$ cat config.mk
export PLATFORM = sky130hd
export DESIGN_NAME = vpe_top
export DESIGN_NICKNAME = d
export VERILOG_FILES = /design/src/hw/vpe_pkg.sv /design/src/hw/vpe_cap_req.sv /design/src/hw/vpe_irq_pulse.sv /design/src/hw/vpe_top.sv
export SDC_FILE = /design/constraint.sdc
export NUM_CORES = 2
export LEC_CHECK = 0
export BUFFER_PORTS_ARGS = -buffer_cell sky130_fd_sc_hd__buf_2
export CAP_MARGIN = 5
export CORE_MARGIN = 2
export CORE_UTILIZATION = 60
export CTS_BUF_LIST = sky130_fd_sc_hd__clkbuf_8
export CTS_CLUSTER_SIZE = 10
export DETAILED_ROUTE_END_ITERATION = 10
export HOLD_SLACK_MARGIN = 0.12
export PLACE_DENSITY = 0.77
export SLEW_MARGIN = 10
export SYNTH_ARGS = -nofsm -noshare
export SYNTH_HDL_FRONTEND = slang
export SYNTH_SLANG_ARGS = --single-unit
export TNS_END_PERCENT = 5
$ cat constraint.sdc
create_clock -name ref_clk -period 12.08 [get_ports ref_clk]
set_input_delay 0.604 -clock ref_clk [delete_from_list [all_inputs] [get_ports ref_clk]]
set_output_delay 0.604 -clock ref_clk [all_outputs]
set_load 0.1 [all_outputs]
$ cat src/hw/vpe_pkg.sv
// ************************************************************
// video port event logic: shared constants and types
// ************************************************************
package vpe_pkg;
  // widths
  localparam int THR_W = 12; // threshold in doublewords
  localparam int EVT_W = 12; // events per field
  localparam int LVL_W = 13; // fifo fill level
  localparam int NFLAG = 12; // interrupt sources
  localparam int NFIFO = 6; // three fifos per channel
  localparam int AW = 8; // byte address width
  // register byte offsets
  localparam logic [AW-1:0] OFS_DCTL = 8'h00;
  localparam logic [AW-1:0] OFS_ISTAT = 8'h04;
  localparam logic [AW-1:0] OFS_IEN = 8'h08;
  localparam logic [AW-1:0] OFS_CTHR_A = 8'h0C;
  localparam logic [AW-1:0] OFS_CTHR_B = 8'h10;
  localparam logic [AW-1:0] OFS_EVT_A = 8'h14;
  localparam logic [AW-1:0] OFS_EVT_B = 8'h18;
  localparam logic [AW-1:0] OFS_CCTL = 8'h1C;
  localparam logic [AW-1:0] OFS_RSTAT = 8'h20;
  // field positions
  localparam int DCTL_EN_BIT = 0;
  localparam int DCTL_BLK_BIT = 1;
  localparam int DCTL_RST_BIT = 2;
  localparam int DCTL_MODE_LSB = 4;
  localparam int MODE_W = 4;
  localparam int IEN_GIE_BIT = 16;
  localparam int HI_LSB = 16; // second field value
  localparam int CCTL_SEP_LSB = 2; // three-fifo mode bits
  localparam int RSTAT_BUSY_BIT = 8;
  // reset values
  localparam logic [MODE_W-1:0] MODE_RST = 4'h0;
  localparam logic BLK_RST = 1'b1;
  localparam logic [THR_W-1:0] THR_RST = 12'h001;
  localparam logic [EVT_W-1:0] EVT_RST = 12'h001;
  // channel clock edges seen before the display reset completes
  localparam int CRST_EDGES = 2;
  // per-fifo request configuration
  typedef struct packed {
    logic [THR_W-1:0] thr1;
    logic [THR_W-1:0] thr2;
    logic [EVT_W-1:0] ct1;
    logic [EVT_W-1:0] ct2;
  } vpe_cfg_s;
  // display channel reset sequence
  typedef enum logic [1:0] {DR_IDLE, DR_WAIT, DR_DONE} vpe_drst_e;
endpackage

$ cat src/hw/vpe_cap_req.sv
`timescale 1ns/1ps
// ************************************************************
// capture request engine for one fifo
// ************************************************************
module vpe_cap_req #(
  parameter int LVL_W = vpe_pkg::LVL_W
) (
  input wire logic ref_clk,
  input wire logic sys_rst,
  input wire logic active,
  input wire vpe_pkg::vpe_cfg_s cfg,
  input wire logic [LVL_W-1:0] level,
  input wire logic dma_rd,
  output logic req,
  output logic outstanding
);
  localparam int TW = vpe_pkg::THR_W;
  localparam logic [TW-1:0] ONE = 1;
  logic pend_r, svc_r, req_r, gen_fld_r, pend_fld_r, svc_fld_r;
  logic [TW-1:0] cnt_r; // doublewords left in service
  logic [vpe_pkg::EVT_W-1:0] gen_cnt_r; // events left this field
  logic [TW-1:0] thr_gen, thr_pend, thr_svc;
  logic [LVL_W:0] need;
  logic over, raise, start;

  // field of the next request sets the level needed
  assign thr_gen = gen_fld_r ? cfg.thr2 : cfg.thr1;
  assign thr_pend = pend_fld_r ? cfg.thr2 : cfg.thr1;
  assign thr_svc = svc_fld_r ? cfg.thr2 : cfg.thr1;
  assign need = svc_r ? (LVL_W+1)'(thr_svc) + (LVL_W+1)'(thr_gen) : (LVL_W+1)'(thr_gen);
  assign over = svc_r ? ({1'b0, level} > need) : ({1'b0, level} >= need);
  assign raise = active && !pend_r && over;
  assign start = dma_rd && pend_r && !svc_r;

  // one pending request; first read starts its service
  always_ff @(posedge ref_clk or posedge sys_rst)
  begin
    if (sys_rst)
      pend_r <= 1'b0;
    else if (!active)
      pend_r <= 1'b0;
    else if (raise)
      pend_r <= 1'b1;
    else if (start)
      pend_r <= 1'b0;
  end

  // field tag of the pending request
  always_ff @(posedge ref_clk or posedge sys_rst)
  begin
    if (sys_rst)
      pend_fld_r <= 1'b0;
    else if (raise)
      pend_fld_r <= gen_fld_r;
  end

  // transfer counter loads the serviced field's threshold
  always_ff @(posedge ref_clk or posedge sys_rst)
  begin
    if (sys_rst)
    begin
      svc_r <= 1'b0;
      cnt_r <= '0;
      svc_fld_r <= 1'b0;
    end
    else if (!active)
      svc_r <= 1'b0;
    else if (start)
    begin
      cnt_r <= thr_pend - ONE;
      svc_r <= thr_pend > ONE;
      svc_fld_r <= pend_fld_r;
    end
    else if (dma_rd && svc_r)
    begin
      cnt_r <= cnt_r - ONE;
      svc_r <= cnt_r != ONE;
    end
  end

  // events-per-field counter picks the field
  always_ff @(posedge ref_clk or posedge sys_rst)
  begin
    if (sys_rst)
    begin
      gen_fld_r <= 1'b0;
      gen_cnt_r <= '0;
    end
    else if (!active)
    begin
      gen_fld_r <= 1'b0;
      gen_cnt_r <= cfg.ct1;
    end
    else if (raise)
    begin
      if (gen_cnt_r <= 1)
      begin
        gen_fld_r <= !gen_fld_r;
        gen_cnt_r <= gen_fld_r ? cfg.ct1 : cfg.ct2;
      end
      else
        gen_cnt_r <= gen_cnt_r - 1'b1;
    end
  end

  // request pulse to the dma controller
  always_ff @(posedge ref_clk or posedge sys_rst)
  begin
    if (sys_rst)
      req_r <= 1'b0;
    else
      req_r <= raise;
  end
  assign req = req_r;
  assign outstanding = pend_r;

  property p_one_out;
    @(posedge ref_clk) disable iff (sys_rst) (pend_r && !dma_rd) |=> !req;
  endproperty
  a_one_out: assert property (p_one_out) else $error("second request outstanding");
  property p_cnt_load;
    @(posedge ref_clk) disable iff (sys_rst)
      (active && start) |=> cnt_r == $past(thr_pend) - ONE;
  endproperty
  a_cnt_load: assert property (p_cnt_load) else $error("counter load wrong");
  property p_raise_cause;
    @(posedge ref_clk) disable iff (sys_rst)
      req |-> $past(over) && $past(active) && pend_r;
  endproperty
  a_raise_cause: assert property (p_raise_cause) else $error("request without level");
endmodule

$ cat src/hw/vpe_irq_pulse.sv
`timescale 1ns/1ps
// ************************************************************
// single pulse when pending goes from none to some
// ************************************************************
module vpe_irq_pulse (
  input wire logic ref_clk,
  input wire logic sys_rst,
  input wire logic pending,
  input wire logic rearm,
  output logic irq_pulse
);
  logic armed_r; // next pending edge may pulse
  logic pulse_r;

  // arm state: consumed by a pulse, restored by idle or a clear
  always_ff @(posedge ref_clk or posedge sys_rst)
  begin
    if (sys_rst)
      armed_r <= 1'b1;
    else if (armed_r && pending)
      armed_r <= 1'b0;
    else if (rearm || !pending)
      armed_r <= 1'b1;
  end

  // one clock pulse, no level kept
  always_ff @(posedge ref_clk or posedge sys_rst)
  begin
    if (sys_rst)
      pulse_r <= 1'b0;
    else
      pulse_r <= armed_r && pending;
  end
  assign irq_pulse = pulse_r;

  property p_pulse_one;
    @(posedge ref_clk) disable iff (sys_rst) irq_pulse |=> !irq_pulse;
  endproperty
  a_pulse_one: assert property (p_pulse_one) else $error("pulse wider than one cycle");
  property p_pulse_cause;
    @(posedge ref_clk) disable iff (sys_rst)
      irq_pulse |-> $past(armed_r) && $past(pending);
  endproperty
  a_pulse_cause: assert property (p_pulse_cause) else $error("pulse without cause");
  property p_no_repulse;
    @(posedge ref_clk) disable iff (sys_rst)
      (pending && !armed_r && !rearm) |=> !irq_pulse;
  endproperty
  a_no_repulse: assert property (p_no_repulse) else $error("pulse while disarmed");
endmodule

$ cat src/hw/vpe_top.sv
// Decided for this implementation: the Avalon-MM interface to the registers and the register addresses.
`timescale 1ns/1ps
// Operation
// channel reset bit resets display channel only
// during reset no requests, writes still acknowledged
// reset restores defaults, flushes fifo, clears enable
// reset bit self-clears after reset completes
// enabled: only enable, reset, blanking writable
// enabled display drives data and control outputs
// fifo output and requests wait for unblanking
// twelve status flags feed the interrupt
// interrupt output is a pulse only
// pulse only when set flags go none-to-some
// per-source enable and global enable gate
// write one clears status flag
// clearing a set flag rearms the pulse
// software reads, services, then clears flags
// six request outputs, three per channel
// raise request when level crosses threshold
// no new request until service starts
// over twice threshold allows next request
// transfer counter counts down read doublewords
// three fifos tracked independently in split modes
// chroma threshold is half of rounded-up threshold
// events-per-field counter selects field threshold
// counter loads serviced field's threshold
// field boundary uses summed thresholds
// interrupt pulse lasts one clock
module vpe_top #(
  parameter int LVL_W = vpe_pkg::LVL_W,
  parameter int CRST_EDGES = vpe_pkg::CRST_EDGES
) (
  input wire logic ref_clk,
  input wire logic sys_rst,
  input wire logic [vpe_pkg::AW-1:0] avs_address,
  input wire logic avs_read,
  input wire logic avs_write,
  input wire logic [31:0] avs_writedata,
  input wire logic [3:0] avs_byteenable,
  output logic [31:0] avs_readdata,
  output logic avs_waitrequest,
  input wire logic [vpe_pkg::NFLAG-1:0] flag_set,
  output logic irq_pulse,
  input wire logic [vpe_pkg::NFIFO-1:0][LVL_W-1:0] cap_fifo_level,
  input wire logic [vpe_pkg::NFIFO-1:0] cap_dma_rd,
  output logic [vpe_pkg::NFIFO-1:0] cap_req,
  input wire logic channel_input_clock,
  output logic display_enable_bit,
  output logic display_blanking_bit,
  output logic [vpe_pkg::MODE_W-1:0] disp_mode,
  output logic disp_fifo_flush,
  output logic disp_count_run,
  output logic disp_out_drive,
  output logic disp_fifo_out_en,
  output logic disp_req_allow,
  output logic disp_wr_to_fifo
);
  // ************************************************************
  // register bus slave
  // ************************************************************
  logic ack_r; // answer cycle of a request
  logic [31:0] rdata_r; // registered read data
  logic [31:0] rd_img; // addressed register image
  logic [31:0] bmask; // byte-enable mask
  logic [31:0] wd_m; // masked write data
  logic [31:0] wr_val; // merged write value
  logic fire_wr; // write takes effect

  // one wait state on every access
  always_ff @(posedge ref_clk or posedge sys_rst)
  begin
    if (sys_rst)
      ack_r <= 1'b0;
    else
      ack_r <= (avs_read || avs_write) && !ack_r;
  end
  assign avs_waitrequest = (avs_read || avs_write) && !ack_r;
  assign fire_wr = avs_write && ack_r;
  assign bmask = {{8{avs_byteenable[3]}}, {8{avs_byteenable[2]}},
                  {8{avs_byteenable[1]}}, {8{avs_byteenable[0]}}};
  assign wd_m = avs_writedata & bmask;
  assign wr_val = (rd_img & ~bmask) | wd_m;

  // read data captured in the wait cycle
  always_ff @(posedge ref_clk or posedge sys_rst)
  begin
    if (sys_rst)
      rdata_r <= '0;
    else if (avs_read && !ack_r)
      rdata_r <= rd_img;
  end
  assign avs_readdata = rdata_r;

  // ************************************************************
  // registers
  // ************************************************************
  logic dctl_en_r, dctl_blk_r, dctl_rst_r;
  logic [vpe_pkg::MODE_W-1:0] dctl_mode_r; // locked while enabled
  logic [vpe_pkg::NFLAG-1:0] istat_r, ien_r, clr;
  logic gie_r; // global interrupt enable
  logic [1:0][vpe_pkg::THR_W-1:0] thr1_r, thr2_r;
  logic [1:0][vpe_pkg::EVT_W-1:0] ct1_r, ct2_r;
  logic [1:0] cap_en_r, cap_sep_r;
  logic [vpe_pkg::NFIFO-1:0] busy;
  vpe_pkg::vpe_drst_e drst_r;
  logic rst_done;
  logic wr_dctl, wr_istat;

  assign wr_dctl = fire_wr && avs_address == vpe_pkg::OFS_DCTL;
  assign wr_istat = fire_wr && avs_address == vpe_pkg::OFS_ISTAT;
  assign rst_done = drst_r == vpe_pkg::DR_DONE;

  // read multiplexer; unmapped reads return zero
  always_comb
  begin
    rd_img = '0;
    case (avs_address)
      vpe_pkg::OFS_DCTL:
      begin
        rd_img[vpe_pkg::DCTL_EN_BIT] = dctl_en_r;
        rd_img[vpe_pkg::DCTL_BLK_BIT] = dctl_blk_r;
        rd_img[vpe_pkg::DCTL_RST_BIT] = dctl_rst_r;
        rd_img[vpe_pkg::DCTL_MODE_LSB +: vpe_pkg::MODE_W] = dctl_mode_r;
      end
      vpe_pkg::OFS_ISTAT: rd_img[vpe_pkg::NFLAG-1:0] = istat_r;
      vpe_pkg::OFS_IEN:
      begin
        rd_img[vpe_pkg::NFLAG-1:0] = ien_r;
        rd_img[vpe_pkg::IEN_GIE_BIT] = gie_r;
      end
      vpe_pkg::OFS_CTHR_A, vpe_pkg::OFS_CTHR_B:
      begin
        rd_img[vpe_pkg::THR_W-1:0] = thr1_r[avs_address[4]];
        rd_img[vpe_pkg::HI_LSB +: vpe_pkg::THR_W] = thr2_r[avs_address[4]];
      end
      vpe_pkg::OFS_EVT_A, vpe_pkg::OFS_EVT_B:
      begin
        rd_img[vpe_pkg::EVT_W-1:0] = ct1_r[avs_address[3]];
        rd_img[vpe_pkg::HI_LSB +: vpe_pkg::EVT_W] = ct2_r[avs_address[3]];
      end
      vpe_pkg::OFS_CCTL:
      begin
        rd_img[1:0] = cap_en_r;
        rd_img[vpe_pkg::CCTL_SEP_LSB +: 2] = cap_sep_r;
      end
      vpe_pkg::OFS_RSTAT:
      begin
        rd_img[vpe_pkg::NFIFO-1:0] = busy;
        rd_img[vpe_pkg::RSTAT_BUSY_BIT] = dctl_rst_r;
      end
      default: rd_img = '0;
    endcase
  end

  // display control; reset completion restores defaults
  always_ff @(posedge ref_clk or posedge sys_rst)
  begin
    if (sys_rst)
    begin
      dctl_en_r <= 1'b0;
      dctl_blk_r <= vpe_pkg::BLK_RST;
      dctl_rst_r <= 1'b0;
      dctl_mode_r <= vpe_pkg::MODE_RST;
    end
    else if (rst_done)
    begin
      dctl_en_r <= 1'b0;
      dctl_blk_r <= vpe_pkg::BLK_RST;
      dctl_mode_r <= vpe_pkg::MODE_RST;
      dctl_rst_r <= 1'b0;
    end
    else if (wr_dctl)
    begin
      dctl_en_r <= wr_val[vpe_pkg::DCTL_EN_BIT];
      dctl_blk_r <= wr_val[vpe_pkg::DCTL_BLK_BIT];
      // a zero does not cancel a running reset
      dctl_rst_r <= dctl_rst_r || wr_val[vpe_pkg::DCTL_RST_BIT];
      if (!dctl_en_r)
        dctl_mode_r <= wr_val[vpe_pkg::DCTL_MODE_LSB +: vpe_pkg::MODE_W];
    end
  end

  // status flags: set wins over a same-cycle clear
  assign clr = wr_istat ? wd_m[vpe_pkg::NFLAG-1:0] : '0;
  always_ff @(posedge ref_clk or posedge sys_rst)
  begin
    if (sys_rst)
      istat_r <= '0;
    else
      istat_r <= (istat_r & ~clr) | flag_set;
  end

  // interrupt enables
  always_ff @(posedge ref_clk or posedge sys_rst)
  begin
    if (sys_rst)
    begin
      ien_r <= '0;
      gie_r <= 1'b0;
    end
    else if (fire_wr && avs_address == vpe_pkg::OFS_IEN)
    begin
      ien_r <= wr_val[vpe_pkg::NFLAG-1:0];
      gie_r <= wr_val[vpe_pkg::IEN_GIE_BIT];
    end
  end

  // capture thresholds, event counts and modes per channel
  always_ff @(posedge ref_clk or posedge sys_rst)
  begin
    if (sys_rst)
    begin
      thr1_r <= {2{vpe_pkg::THR_RST}};
      thr2_r <= {2{vpe_pkg::THR_RST}};
      ct1_r <= {2{vpe_pkg::EVT_RST}};
      ct2_r <= {2{vpe_pkg::EVT_RST}};
      cap_en_r <= '0;
      cap_sep_r <= '0;
    end
    else if (fire_wr)
    begin
      case (avs_address)
        vpe_pkg::OFS_CTHR_A, vpe_pkg::OFS_CTHR_B:
        begin
          thr1_r[avs_address[4]] <= wr_val[vpe_pkg::THR_W-1:0];
          thr2_r[avs_address[4]] <= wr_val[vpe_pkg::HI_LSB +: vpe_pkg::THR_W];
        end
        vpe_pkg::OFS_EVT_A, vpe_pkg::OFS_EVT_B:
        begin
          ct1_r[avs_address[3]] <= wr_val[vpe_pkg::EVT_W-1:0];
          ct2_r[avs_address[3]] <= wr_val[vpe_pkg::HI_LSB +: vpe_pkg::EVT_W];
        end
        vpe_pkg::OFS_CCTL:
        begin
          cap_en_r <= wr_val[1:0];
          cap_sep_r <= wr_val[vpe_pkg::CCTL_SEP_LSB +: 2];
        end
        default: cap_en_r <= cap_en_r;
      endcase
    end
  end

  // ************************************************************
  // display channel reset
  // ************************************************************
  logic vck_s1_r, vck_s2_r, vck_s3_r; // pin synchroniser
  logic vck_edge;
  logic [7:0] edge_cnt_r;

  // two flops before use, third for edge detection
  always_ff @(posedge ref_clk or posedge sys_rst)
  begin
    if (sys_rst)
    begin
      vck_s1_r <= 1'b0;
      vck_s2_r <= 1'b0;
      vck_s3_r <= 1'b0;
    end
    else
    begin
      vck_s1_r <= channel_input_clock;
      vck_s2_r <= vck_s1_r;
      vck_s3_r <= vck_s2_r;
    end
  end
  assign vck_edge = vck_s2_r && !vck_s3_r;

  // reset waits on channel clock edges, then acts once
  always_ff @(posedge ref_clk or posedge sys_rst)
  begin
    if (sys_rst)
    begin
      drst_r <= vpe_pkg::DR_IDLE;
      edge_cnt_r <= '0;
    end
    else
    begin
      case (drst_r)
        vpe_pkg::DR_IDLE:
        begin
          edge_cnt_r <= '0;
          if (dctl_rst_r)
            drst_r <= vpe_pkg::DR_WAIT;
        end
        vpe_pkg::DR_WAIT:
        begin
          if (vck_edge)
          begin
            edge_cnt_r <= edge_cnt_r + 1'b1;
            if (edge_cnt_r == 8'(CRST_EDGES - 1))
              drst_r <= vpe_pkg::DR_DONE;
          end
        end
        vpe_pkg::DR_DONE: drst_r <= vpe_pkg::DR_IDLE;
        default: drst_r <= vpe_pkg::DR_IDLE;
      endcase
    end
  end

  // display channel controls
  assign disp_fifo_flush = rst_done;
  assign display_enable_bit = dctl_en_r;
  assign display_blanking_bit = dctl_blk_r;
  assign disp_mode = dctl_mode_r;
  assign disp_count_run = dctl_en_r && !dctl_rst_r;
  assign disp_out_drive = dctl_en_r && !dctl_rst_r;
  assign disp_fifo_out_en = dctl_en_r && !dctl_blk_r && !dctl_rst_r;
  assign disp_req_allow = dctl_en_r && !dctl_blk_r && !dctl_rst_r;
  assign disp_wr_to_fifo = dctl_en_r && !dctl_rst_r;

  // ************************************************************
  // interrupt pulse
  // ************************************************************
  vpe_irq_pulse u_irq (
    .ref_clk(ref_clk),
    .sys_rst(sys_rst),
    .pending(gie_r && |(istat_r & ien_r)),
    .rearm(|(clr & istat_r)),
    .irq_pulse(irq_pulse)
  );

  // ************************************************************
  // capture requests: a y cb cr, b y cb cr
  // ************************************************************
  for (genvar g = 0; g < vpe_pkg::NFIFO; g++)
  begin : g_fifo
    localparam int CH = g / 3;
    localparam bit CHROMA = (g % 3) != 0;
    vpe_pkg::vpe_cfg_s cfg;
    logic act;
    // chroma fifos run on half the rounded-up threshold
    always_comb
    begin
      cfg.ct1 = ct1_r[CH];
      cfg.ct2 = ct2_r[CH];
      cfg.thr1 = thr1_r[CH];
      cfg.thr2 = thr2_r[CH];
      if (CHROMA)
      begin
        cfg.thr1 = vpe_pkg::THR_W'(({1'b0, thr1_r[CH]} + thr1_r[CH][0]) >> 1);
        cfg.thr2 = vpe_pkg::THR_W'(({1'b0, thr2_r[CH]} + thr2_r[CH][0]) >> 1);
      end
    end
    // chroma fifos exist only in the three-fifo modes
    assign act = cap_en_r[CH] && (!CHROMA || cap_sep_r[CH]);
    vpe_cap_req #(.LVL_W(LVL_W)) u_req (
      .ref_clk(ref_clk),
      .sys_rst(sys_rst),
      .active(act),
      .cfg(cfg),
      .level(cap_fifo_level[g]),
      .dma_rd(cap_dma_rd[g]),
      .req(cap_req[g]),
      .outstanding(busy[g])
    );
  end

  // ************************************************************
  // checks
  // ************************************************************
  property p_rst_defaults;
    @(posedge ref_clk) disable iff (sys_rst)
      rst_done |=> !dctl_en_r && !dctl_rst_r && dctl_blk_r && disp_mode == vpe_pkg::MODE_RST;
  endproperty
  a_rst_defaults: assert property (p_rst_defaults) else $error("reset left state");
  property p_rst_hold;
    @(posedge ref_clk) disable iff (sys_rst)
      (drst_r == vpe_pkg::DR_WAIT && !vck_edge) |=> dctl_rst_r && !rst_done;
  endproperty
  a_rst_hold: assert property (p_rst_hold) else $error("reset ended without clock");
  property p_no_req_rst;
    @(posedge ref_clk) disable iff (sys_rst) dctl_rst_r |-> !disp_req_allow;
  endproperty
  a_no_req_rst: assert property (p_no_req_rst) else $error("request during reset");
  property p_blank;
    @(posedge ref_clk) disable iff (sys_rst)
      disp_fifo_out_en |-> !display_blanking_bit && display_enable_bit;
  endproperty
  a_blank: assert property (p_blank) else $error("output while blanked");
  property p_mode_lock;
    @(posedge ref_clk) disable iff (sys_rst)
      (dctl_en_r && !rst_done) |=> $stable(dctl_mode_r);
  endproperty
  a_mode_lock: assert property (p_mode_lock) else $error("mode changed while enabled");
  property p_w1c;
    @(posedge ref_clk) disable iff (sys_rst)
      (clr & ~flag_set) != '0 |=> (istat_r & $past(clr & ~flag_set)) == '0;
  endproperty
  a_w1c: assert property (p_w1c) else $error("flag not cleared");
endmodule

Yosys cells after proc, flatten, opt, wreduce, memory -nomap -nowiden:

Cells that the tools add are included.

* flip-flop bits (word level): 352
* input port bits: 145
* output and inout port bits: 52

* equal/unequal tests: 45
* mux-type cells: 162
* order comparisons: 28
* bitwise gates (word level): 9
* $add $sub $neg: 29
* reduce and logical (&&, ||, !) cells: 111

Operator list (number)
* 2-to-1 mux 12 bit: 65
* subtractor 12 x 1 -> 12 bit, second input constant: 18
* bitwise mux 24 bit: 4
* greater-or-equal comparator 13 x 14 -> 1 bit: 6
* > comparator 13 x 14 -> 1 bit: 6
* 2-to-1 mux 14 bit: 6
* adder 12 x 12 -> 13 bit: 6
* > comparator 12 x 1 -> 1 bit, second input constant: 6
* less-or-equal comparator 12 x 1 -> 1 bit, second input constant: 6
* != test 12 x 1 -> 1 bit, second input constant: 6
* 2-to-1 mux 1 bit: 68
* bitwise AND 28 bit: 2
* adder 12 x 1 -> 13 bit: 4
* logical AND 1 bit: 46
* AND reduction 2 bit: 23
* bitwise AND 12 bit: 3
* equality test 8 x 5 -> 1 bit, second input constant: 4
* NOT 28 bit: 1
* bitwise OR 28 bit: 1
* demux 12 bit (select 1 bit): 2
* != test 3 x 1 -> 1 bit, second input constant: 8
* OR reduction 12 bit: 2
* zero test 1 bit: 23
* one-hot mux 11 bit (2 select lines): 1
* other kinds (32): 67

Logic depth before layout (Yosys ltp):

* word-level depth: 9
* depth in mapped cells: 24
* gate-level depth less buffers: 23

Hierarchy:

A second synthesis with hierarchy kept.

* cells, all modules: 3489
* area, all modules: 30805.8 sq um

Modules (own cells, without submodules)
* vpe_cap_req (g_fifo[0].u_req ...): area each 3603.5 sq um, instances 5, cells each 437, sequential area each 750.7 sq um
* vpe_top: area each 9014.9 sq um, instances 1, cells each 860, sequential area each 4265.3 sq um
* vpe_cap_req (g_fifo[5].u_req): area each 3699.8 sq um, instances 1, cells each 438, sequential area each 750.7 sq um
* vpe_irq_pulse: area each 73.8 sq um, instances 1, cells each 6, sequential area each 51.3 sq um

Worst setup path after synthesis:

OpenSTA, ideal clock, no wires.

* path type: flip-flop to flip-flop
* start: reg g_fifo[1].u_req.gen_fld_r
* end: reg g_fifo[1].u_req.gen_cnt_r[0] (netlist bit)
* library setup time: 0.126 ns
* data arrival time: 5.299 ns
* cell stages (with the launch flop): 21
* clock period less this slack: 5.424 ns
* path buffers: 3
* setup slack: 6.656 ns
* path through: dfrtp_1 clkbuf_1 clkbuf_1 clkbuf_1 a21oi_1 fa_1 a21o_1 a21oi_1 nor2b_1 o31a_1 or3_1 a31oi_1 nor2b_1 o31ai_1 ha_1 nand3_1 nor4_1 a2111o_1 nor2_1 nor2_1 a221o_1

* cells in the longest elaborated chain, start to end: 7
* elaborated cells on any way between the ends: 12

Ends and longest elaborated chain
* start: declaration: line vpe_cap_req.sv:19 `logic pend_r, svc_r, req_r, gen_fld_r, pend_fld_r, svc_fld_r;`
* start signal: assignment: line vpe_cap_req.sv:98 `gen_fld_r <= !gen_fld_r;`
* 2-to-1 mux 12 bit: line vpe_cap_req.sv:27 `assign thr_gen = gen_fld_r ? cfg.thr2 : cfg.thr1;`
* adder 12 x 12 -> 13 bit: line vpe_cap_req.sv:30 `assign need = svc_r ? (LVL_W+1)'(thr_svc) + (LVL_W+1)'(thr_gen) : (LVL_W+1)'(thr_gen);`
* 2-to-1 mux 14 bit: line vpe_cap_req.sv:30
* greater-or-equal comparator 13 x 14 -> 1 bit / > comparator 13 x 14 -> 1 bit (equally long branches): line vpe_cap_req.sv:31 `assign over = svc_r ? ({1'b0, level} > need) : ({1'b0, level} >= need);`
* 2-to-1 mux 1 bit: line vpe_cap_req.sv:31
* logical AND 1 bit: line vpe_cap_req.sv:32 `assign raise = active && !pend_r && over;`
* != test 2 bit (no source line)
* end signal: assignment: line vpe_cap_req.sv:92 `gen_cnt_r <= cfg.ct1;`
* end signal: assignment: line vpe_cap_req.sv:99 `gen_cnt_r <= gen_fld_r ? cfg.ct1 : cfg.ct2;`
* end signal: assignment: line vpe_cap_req.sv:102 `gen_cnt_r <= gen_cnt_r - 1'b1;`
* end: declaration: line vpe_cap_req.sv:21 `logic [vpe_pkg::EVT_W-1:0] gen_cnt_r;`

Parallel ways exist; a longest one is shown, timed or not. The select of a mux whose other input is x is not followed.
A chain may end at the register's enable or synchronous reset.

Final worst setup path:

* start: reg g_fifo[3].u_req.gen_fld_r
* end: reg g_fifo[3].u_req.gen_cnt_r[2] (netlist bit)

* cells in the longest elaborated chain, start to end: 7
* elaborated cells on any way between the ends: 12

Ends and longest elaborated chain
* start: declaration: line vpe_cap_req.sv:19
* start signal: assignment: line vpe_cap_req.sv:98
* 2-to-1 mux 12 bit *: line vpe_cap_req.sv:27
* adder 12 x 12 -> 13 bit: line vpe_cap_req.sv:30
* 2-to-1 mux 14 bit *: line vpe_cap_req.sv:30
* greater-or-equal comparator 13 x 14 -> 1 bit / > comparator 13 x 14 -> 1 bit (equally long branches): line vpe_cap_req.sv:31
* 2-to-1 mux 1 bit *: line vpe_cap_req.sv:31
* logical AND 1 bit *: line vpe_cap_req.sv:32
* net g_fifo[3].u_req.raise: line vpe_cap_req.sv:24 `logic over, raise, start;`
* != test 2 x 1 -> 1 bit (no source line) *
* end signal: assignment: line vpe_cap_req.sv:92
* end signal: assignment: line vpe_cap_req.sv:99
* end signal: assignment: line vpe_cap_req.sv:102
* end: declaration: line vpe_cap_req.sv:21

Mark *: on every way through the listed nets, which the timed path passes. The rest lies on a longest branch. The select of a mux whose other input is x is not followed.

==> impl_summary.txt <==
----------------------------------------------------
[Logic synthesis]
  Flip-flop cell with the highest count after synthesis ... sky130_fd_sc_hd__dfrtp_1
  Yosys synthesis warning count ... 0
  Number of synthesized register bits ... approximately 350
  Syn Inst Count ... 3538
  Cell taking the most area after synthesis ... sky130_fd_sc_hd__dfrtp_1
  Mean cell area of the mapped netlist ... between 8 and 9 sq um
  Post-Synthesis Cell Area ... 30220 sq um
  Post-synthesis cell type count ... 96
  Share of flip-flops with an asynchronous set or reset ... 100.0%
  Leading cell types by total area after synthesis ... sky130_fd_sc_hd__dfrtp_1 (28%), sky130_fd_sc_hd__mux2_2 (8.2%), sky130_fd_sc_hd__ha_1 (8.0%)
  Post-synth EDFFs ... 0
  Fraction of synthesized cell area taken by the top area cell type ... 28.32%
  Sequential cell area fraction in the yosys report ... 29.19%

[STA]
  Maximum clock skew at final layout ... 34.32 ps
  Setup TNS ... 0 ps
  Period utilization ... between 50 and 60%
  Final WS setup ... ~5600 ps
  Final critical-path required period ... 6491 ps
  Final hold violation count ... 0
  Final setup viols ... 0
  Unrepaired setup endpoints after global routing ... false
  Number of max-slew violations in the final report ... 0
  Slew Limit Headroom ... 18.13%
  Fmax ... between 150 and 200 MHz
  Tightest Pin Transition ... 1194 ps

[Placed design]
  Buffers on Ports ... 180
  Placer congestion estimate ... approximately 0.97
  Worst setup slack before clock tree synthesis ... 5830 ps
  HPWL Detailed ... between 60000 and 70000 um

[Pwr]
  Peak supply drop ... around 0.13 mV
  Switching Share ... 36.74%
  Part of the power in registers ... 39.4%
  Power Dens Cells ... 115.5 nW/um^2
  Relative contribution of combinational cells to total power ... between 20 and 30%
  Leakage component of the power ... 0.01469 uW
  Cell-internal power ... 2390 uW
  Relative contribution of the clock network to total power ... 31.7%
  Net switching component of the power ... around 1400 uW

[Floorplan]
  Effective utilization at floorplan ... about three fifths
  IO Count ... between 150 and 200
  Die Outline Area ... between 50000 and 60000 sq um
  Placement row count ... 82
  Horiz. Die Dim ... between 200 and 250 um
  Die Y ... between 200 and 250 um
  Area inside the core boundary ... ~50000 sq um

[Global route]
  Remaining global-route overflow ... 0
  Number of global-route vias before repair ... around 26k
  Largest net degree at the start of global routing ... ~170
  Global-route wire length before repair ... 144100 um
  Antenna violations before repair ... 7
  GRT Total Usage ... between 30 and 40%

[Worst setup path]
  Critical path class ... flop to flop
  Delay contributed by the slowest stage of the critical path ... 1150 ps
  Buf+Inv Stages, Crit Path ... 1
  Worst path required time ... 12630 ps
  Register-to-Register Setup Slack ... ~5600 ps
  Crit path arrival time ... about 7000 ps
  CP delay by family, top ... compound AO/OA/AOI/OAI gates
  Crit-path max FO ... 28
  Type of destination of the critical path ... flop
  Sort of element at the start of the critical path ... flop
  Slowest-stage cell, CP ... sky130_fd_sc_hd__dfrtp_1
  Critical-path cell list ... mux2_2, ha_1, fa_1, a21o_1, a21oi_1, nor2b_1, o311ai_1, a2111oi_0, o21a_1, o21ai_0, o21ai_0, ha_1, nand3_1, nor4_1, a2111oi_0, nand2_1, inv_1, nor2_1, mux2_2

[Routing]
  Post-Route WL ... between 90000 and 100000 um
  DR DRC count ... 0
  Count of TritonRoute iterations in the first routing pass ... 8
  Residual antenna-violating net count after detailed routing ... 0
  Number of vias after detailed routing ... around 28k
  Post-DR wirelength/cell ... between 20 and 25 um
  First-iteration detailed-routing DRC count ... roughly 3.0k
  Via density ... 6.462

[Cells and area]
  Post-layout nets ... approximately 4.0k
  Layout-stage area growth over the synthesis result ... 8.249%
  Total of fill cells in the finished design ... 4245
  Proportion of layout cells with a drive suffix above 1 ... roughly 16%

[Clocking]
  Num CTS Buffers ... 66
  Clock transition at path regs ... about 60 ps
  Clock network latency to the later pin of the worst-skew pair ... 660 ps
  H-tree Lvls ... 3
  Buffer depth of the longest clock path ... 3
  Clock tree from TritonCTS ... done
  Root Buffer ... sky130_fd_sc_hd__clkbuf_8
  Clock Sink Count ... 352
  Number of gates resized after CTS ... 0

[Status]
  Status ... complete, no violations

[Worst hold path]
  Hold/Removal Path Class ... input pin to flop

[Job]
  Max cap viols ... 0

----------------------------------------------------
==> metrics by stage <==
stage	hold WS (ps)	instance area (sq um)	util (%)	total power, uW	instances
floorplan	331.2	30240	-	2314	3545
global placement	339.8	31290	62.61	2545	4204
detailed placement	341.9	31290	62.61	2567	4204
CTS	125.1	32690	65.43	3771	4331
global route	135.9	32710	65.46	3982	4336
finish	152.1	32710	65.46	3778	4337
==> power groups by stage <==
stage	Combinational [uW]	Clock, uW	Sequential, uW
final	1090	1200	1490
after global routing	1210	1270	1510
after CTS	1080	1210	1480
after detailed placement	1070	0	1500
after global placement	1050	0	1500
after floorplan	895	0	1420
==> flip-flops by register name (all words and copies together) (netlist names), 2 cells and up <==
register,count
g_fifo.cfg,48
g_fifo.u_req.svc_r,6
g_fifo.u_req.svc_fld_r,6
cap_en_r,2
disp_mode,4
g_fifo.u_req.outstanding,6
edge_cnt_r,8
ct1_r,24
g_fifo.u_req.cnt_r,72
ct2_r,24
avs_readdata,24
g_fifo.u_req.req,6
cap_sep_r,2
ien_r,12
g_fifo.u_req.gen_fld_r,6
drst_r,2
g_fifo.u_req.pend_fld_r,6
istat_r,12
g_fifo.u_req.gen_cnt_r,72
==> synth_stat cells, types with 19 or more instances <==
library cell / number
sky130_fd_sc_hd__a211oi_1: 32
sky130_fd_sc_hd__buf_4: 19
sky130_fd_sc_hd__buf_2: 53
sky130_fd_sc_hd__mux2_2: 221
sky130_fd_sc_hd__nand2b_1: 25
sky130_fd_sc_hd__xnor2_1: 118
sky130_fd_sc_hd__nor2_1: 328
sky130_fd_sc_hd__o21ai_0: 252
sky130_fd_sc_hd__or3_1: 20
sky130_fd_sc_hd__nor2b_1: 51
sky130_fd_sc_hd__mux2i_1: 203
sky130_fd_sc_hd__nand3_1: 76
sky130_fd_sc_hd__inv_1: 85
sky130_fd_sc_hd__nand2_1: 299
sky130_fd_sc_hd__o22ai_1: 24
sky130_fd_sc_hd__o31ai_1: 22
sky130_fd_sc_hd__dfrtp_1: 342
sky130_fd_sc_hd__a221o_1: 39
sky130_fd_sc_hd__a21o_1: 46
sky130_fd_sc_hd__nor3_1: 130
sky130_fd_sc_hd__and2_1: 23
sky130_fd_sc_hd__ha_1: 192
sky130_fd_sc_hd__a22oi_1: 22
sky130_fd_sc_hd__nor4_1: 35
sky130_fd_sc_hd__a21oi_1: 268
sky130_fd_sc_hd__or2_2: 24
sky130_fd_sc_hd__xor2_1: 82
sky130_fd_sc_hd__o211ai_1: 23
sky130_fd_sc_hd__clkbuf_1: 135
sky130_fd_sc_hd__nand4_1: 35
sky130_fd_sc_hd__and3_1: 26
==> layout by cell type, fill, tap and decap left out, drive strengths merged, types with 11 or more instances in the layout <==
| master | synthesis | routed |
|---|---|---|
| nand2b | 25 | 25 |
| a21oi | 268 | 268 |
| a21o | 46 | 46 |
| dfrtp | 342 | 342 |
| nor2 | 329 | 329 |
| xor2 | 82 | 82 |
| inv | 86 | 117 |
| nor4 | 39 | 39 |
| xnor2 | 119 | 119 |
| ha | 192 | 192 |
| o22ai | 24 | 24 |
| o221ai | 15 | 15 |
| a22oi | 22 | 22 |
| or2 | 24 | 24 |
| a211oi | 35 | 35 |
| a22o | 11 | 11 |
| o21bai | 12 | 12 |
| nor2b | 51 | 51 |
| o31ai | 22 | 22 |
| a221o | 39 | 39 |
| o21a | 18 | 18 |
| and3 | 26 | 26 |
| and2 | 24 | 24 |
| mux2i | 204 | 204 |
| a32oi | 11 | 11 |
| nand3 | 78 | 78 |
| o211ai | 23 | 23 |
| o21ai | 257 | 257 |
| nor3 | 132 | 132 |
| or4 | 12 | 12 |
| buf | 89 | 211 |
| nand4 | 35 | 35 |
| or3 | 21 | 21 |
| a31oi | 17 | 17 |
| clkbuf | 135 | 80 |
| a21boi | 14 | 14 |
| nand3b | 11 | 11 |
| mux2 | 221 | 221 |
| nand2 | 300 | 300 |
==> logic make-up after synthesis <==
kind of cell / share of synthesized area, %
mux: 15.01
fa+ha+maj: 8.348
flops: 29.19
xor+xnor: 5.851
simple gates: 17.76
compound gates: 19.47
other cells: 0.01241
buf+inv: 4.356
==> cell type report <==
| cell class | instances | area, sq um | area share (%) |
|---|---|---|---|
| Antenna cell | 6 | 15.01 | 0.04590 |
| Clock buffer | 80 | 1101 | 3.366 |
| Clock inverter | 39 | 226.5 | 0.6924 |
| Inverter | 88 | 337.8 | 1.033 |
| Multi-Input combinational cell | 2881 | 20140 | 61.57 |
| Sequential cell | 352 | 8821 | 26.97 |
| Tap cell | 672 | 840.8 | 2.571 |
| Timing Repair Buffer | 219 | 1226 | 3.749 |
==> worst paths after layout <==
kind | startpoint | endpoint | depth (start not counted)
min reg2reg | vck_s2_r | vck_s3_r | 0
max | g_fifo[3].u_req.gen_fld_r | g_fifo[3].u_req.gen_cnt_r[2] | 19
min in group asynchronous | sys_rst | edge_cnt_r[4] | 3
max in group asynchronous | sys_rst | g_fifo[1].u_req.gen_cnt_r[3] | 4
max reg2reg | g_fifo[3].u_req.gen_fld_r | g_fifo[3].u_req.gen_cnt_r[2] | 19
min | flag_set[8] | istat_r[8] | 2
==> what timing repair did <==
| action | CTS | global route |
|---|---|---|
| setup buffers | 0 | 0 |
| endpoints found under the setup margin | 0 | 0 |
| hold buffers | 8 | 0 |
| hold endpoints to repair | 12 | 0 |
==> routing by layer <==
metal	part of all wire, %	track usage, %	wire length [um]	vias to the layer above
li1	-	-	-	13080
met1	42	46.63	38280	13290
met2	44	52.76	40560	1366
met3	9.3	7.323	8532	286
met4	4.6	16.42	4180	2
met5	0.021	0	19	-
(Power assumes the default switching activity.)
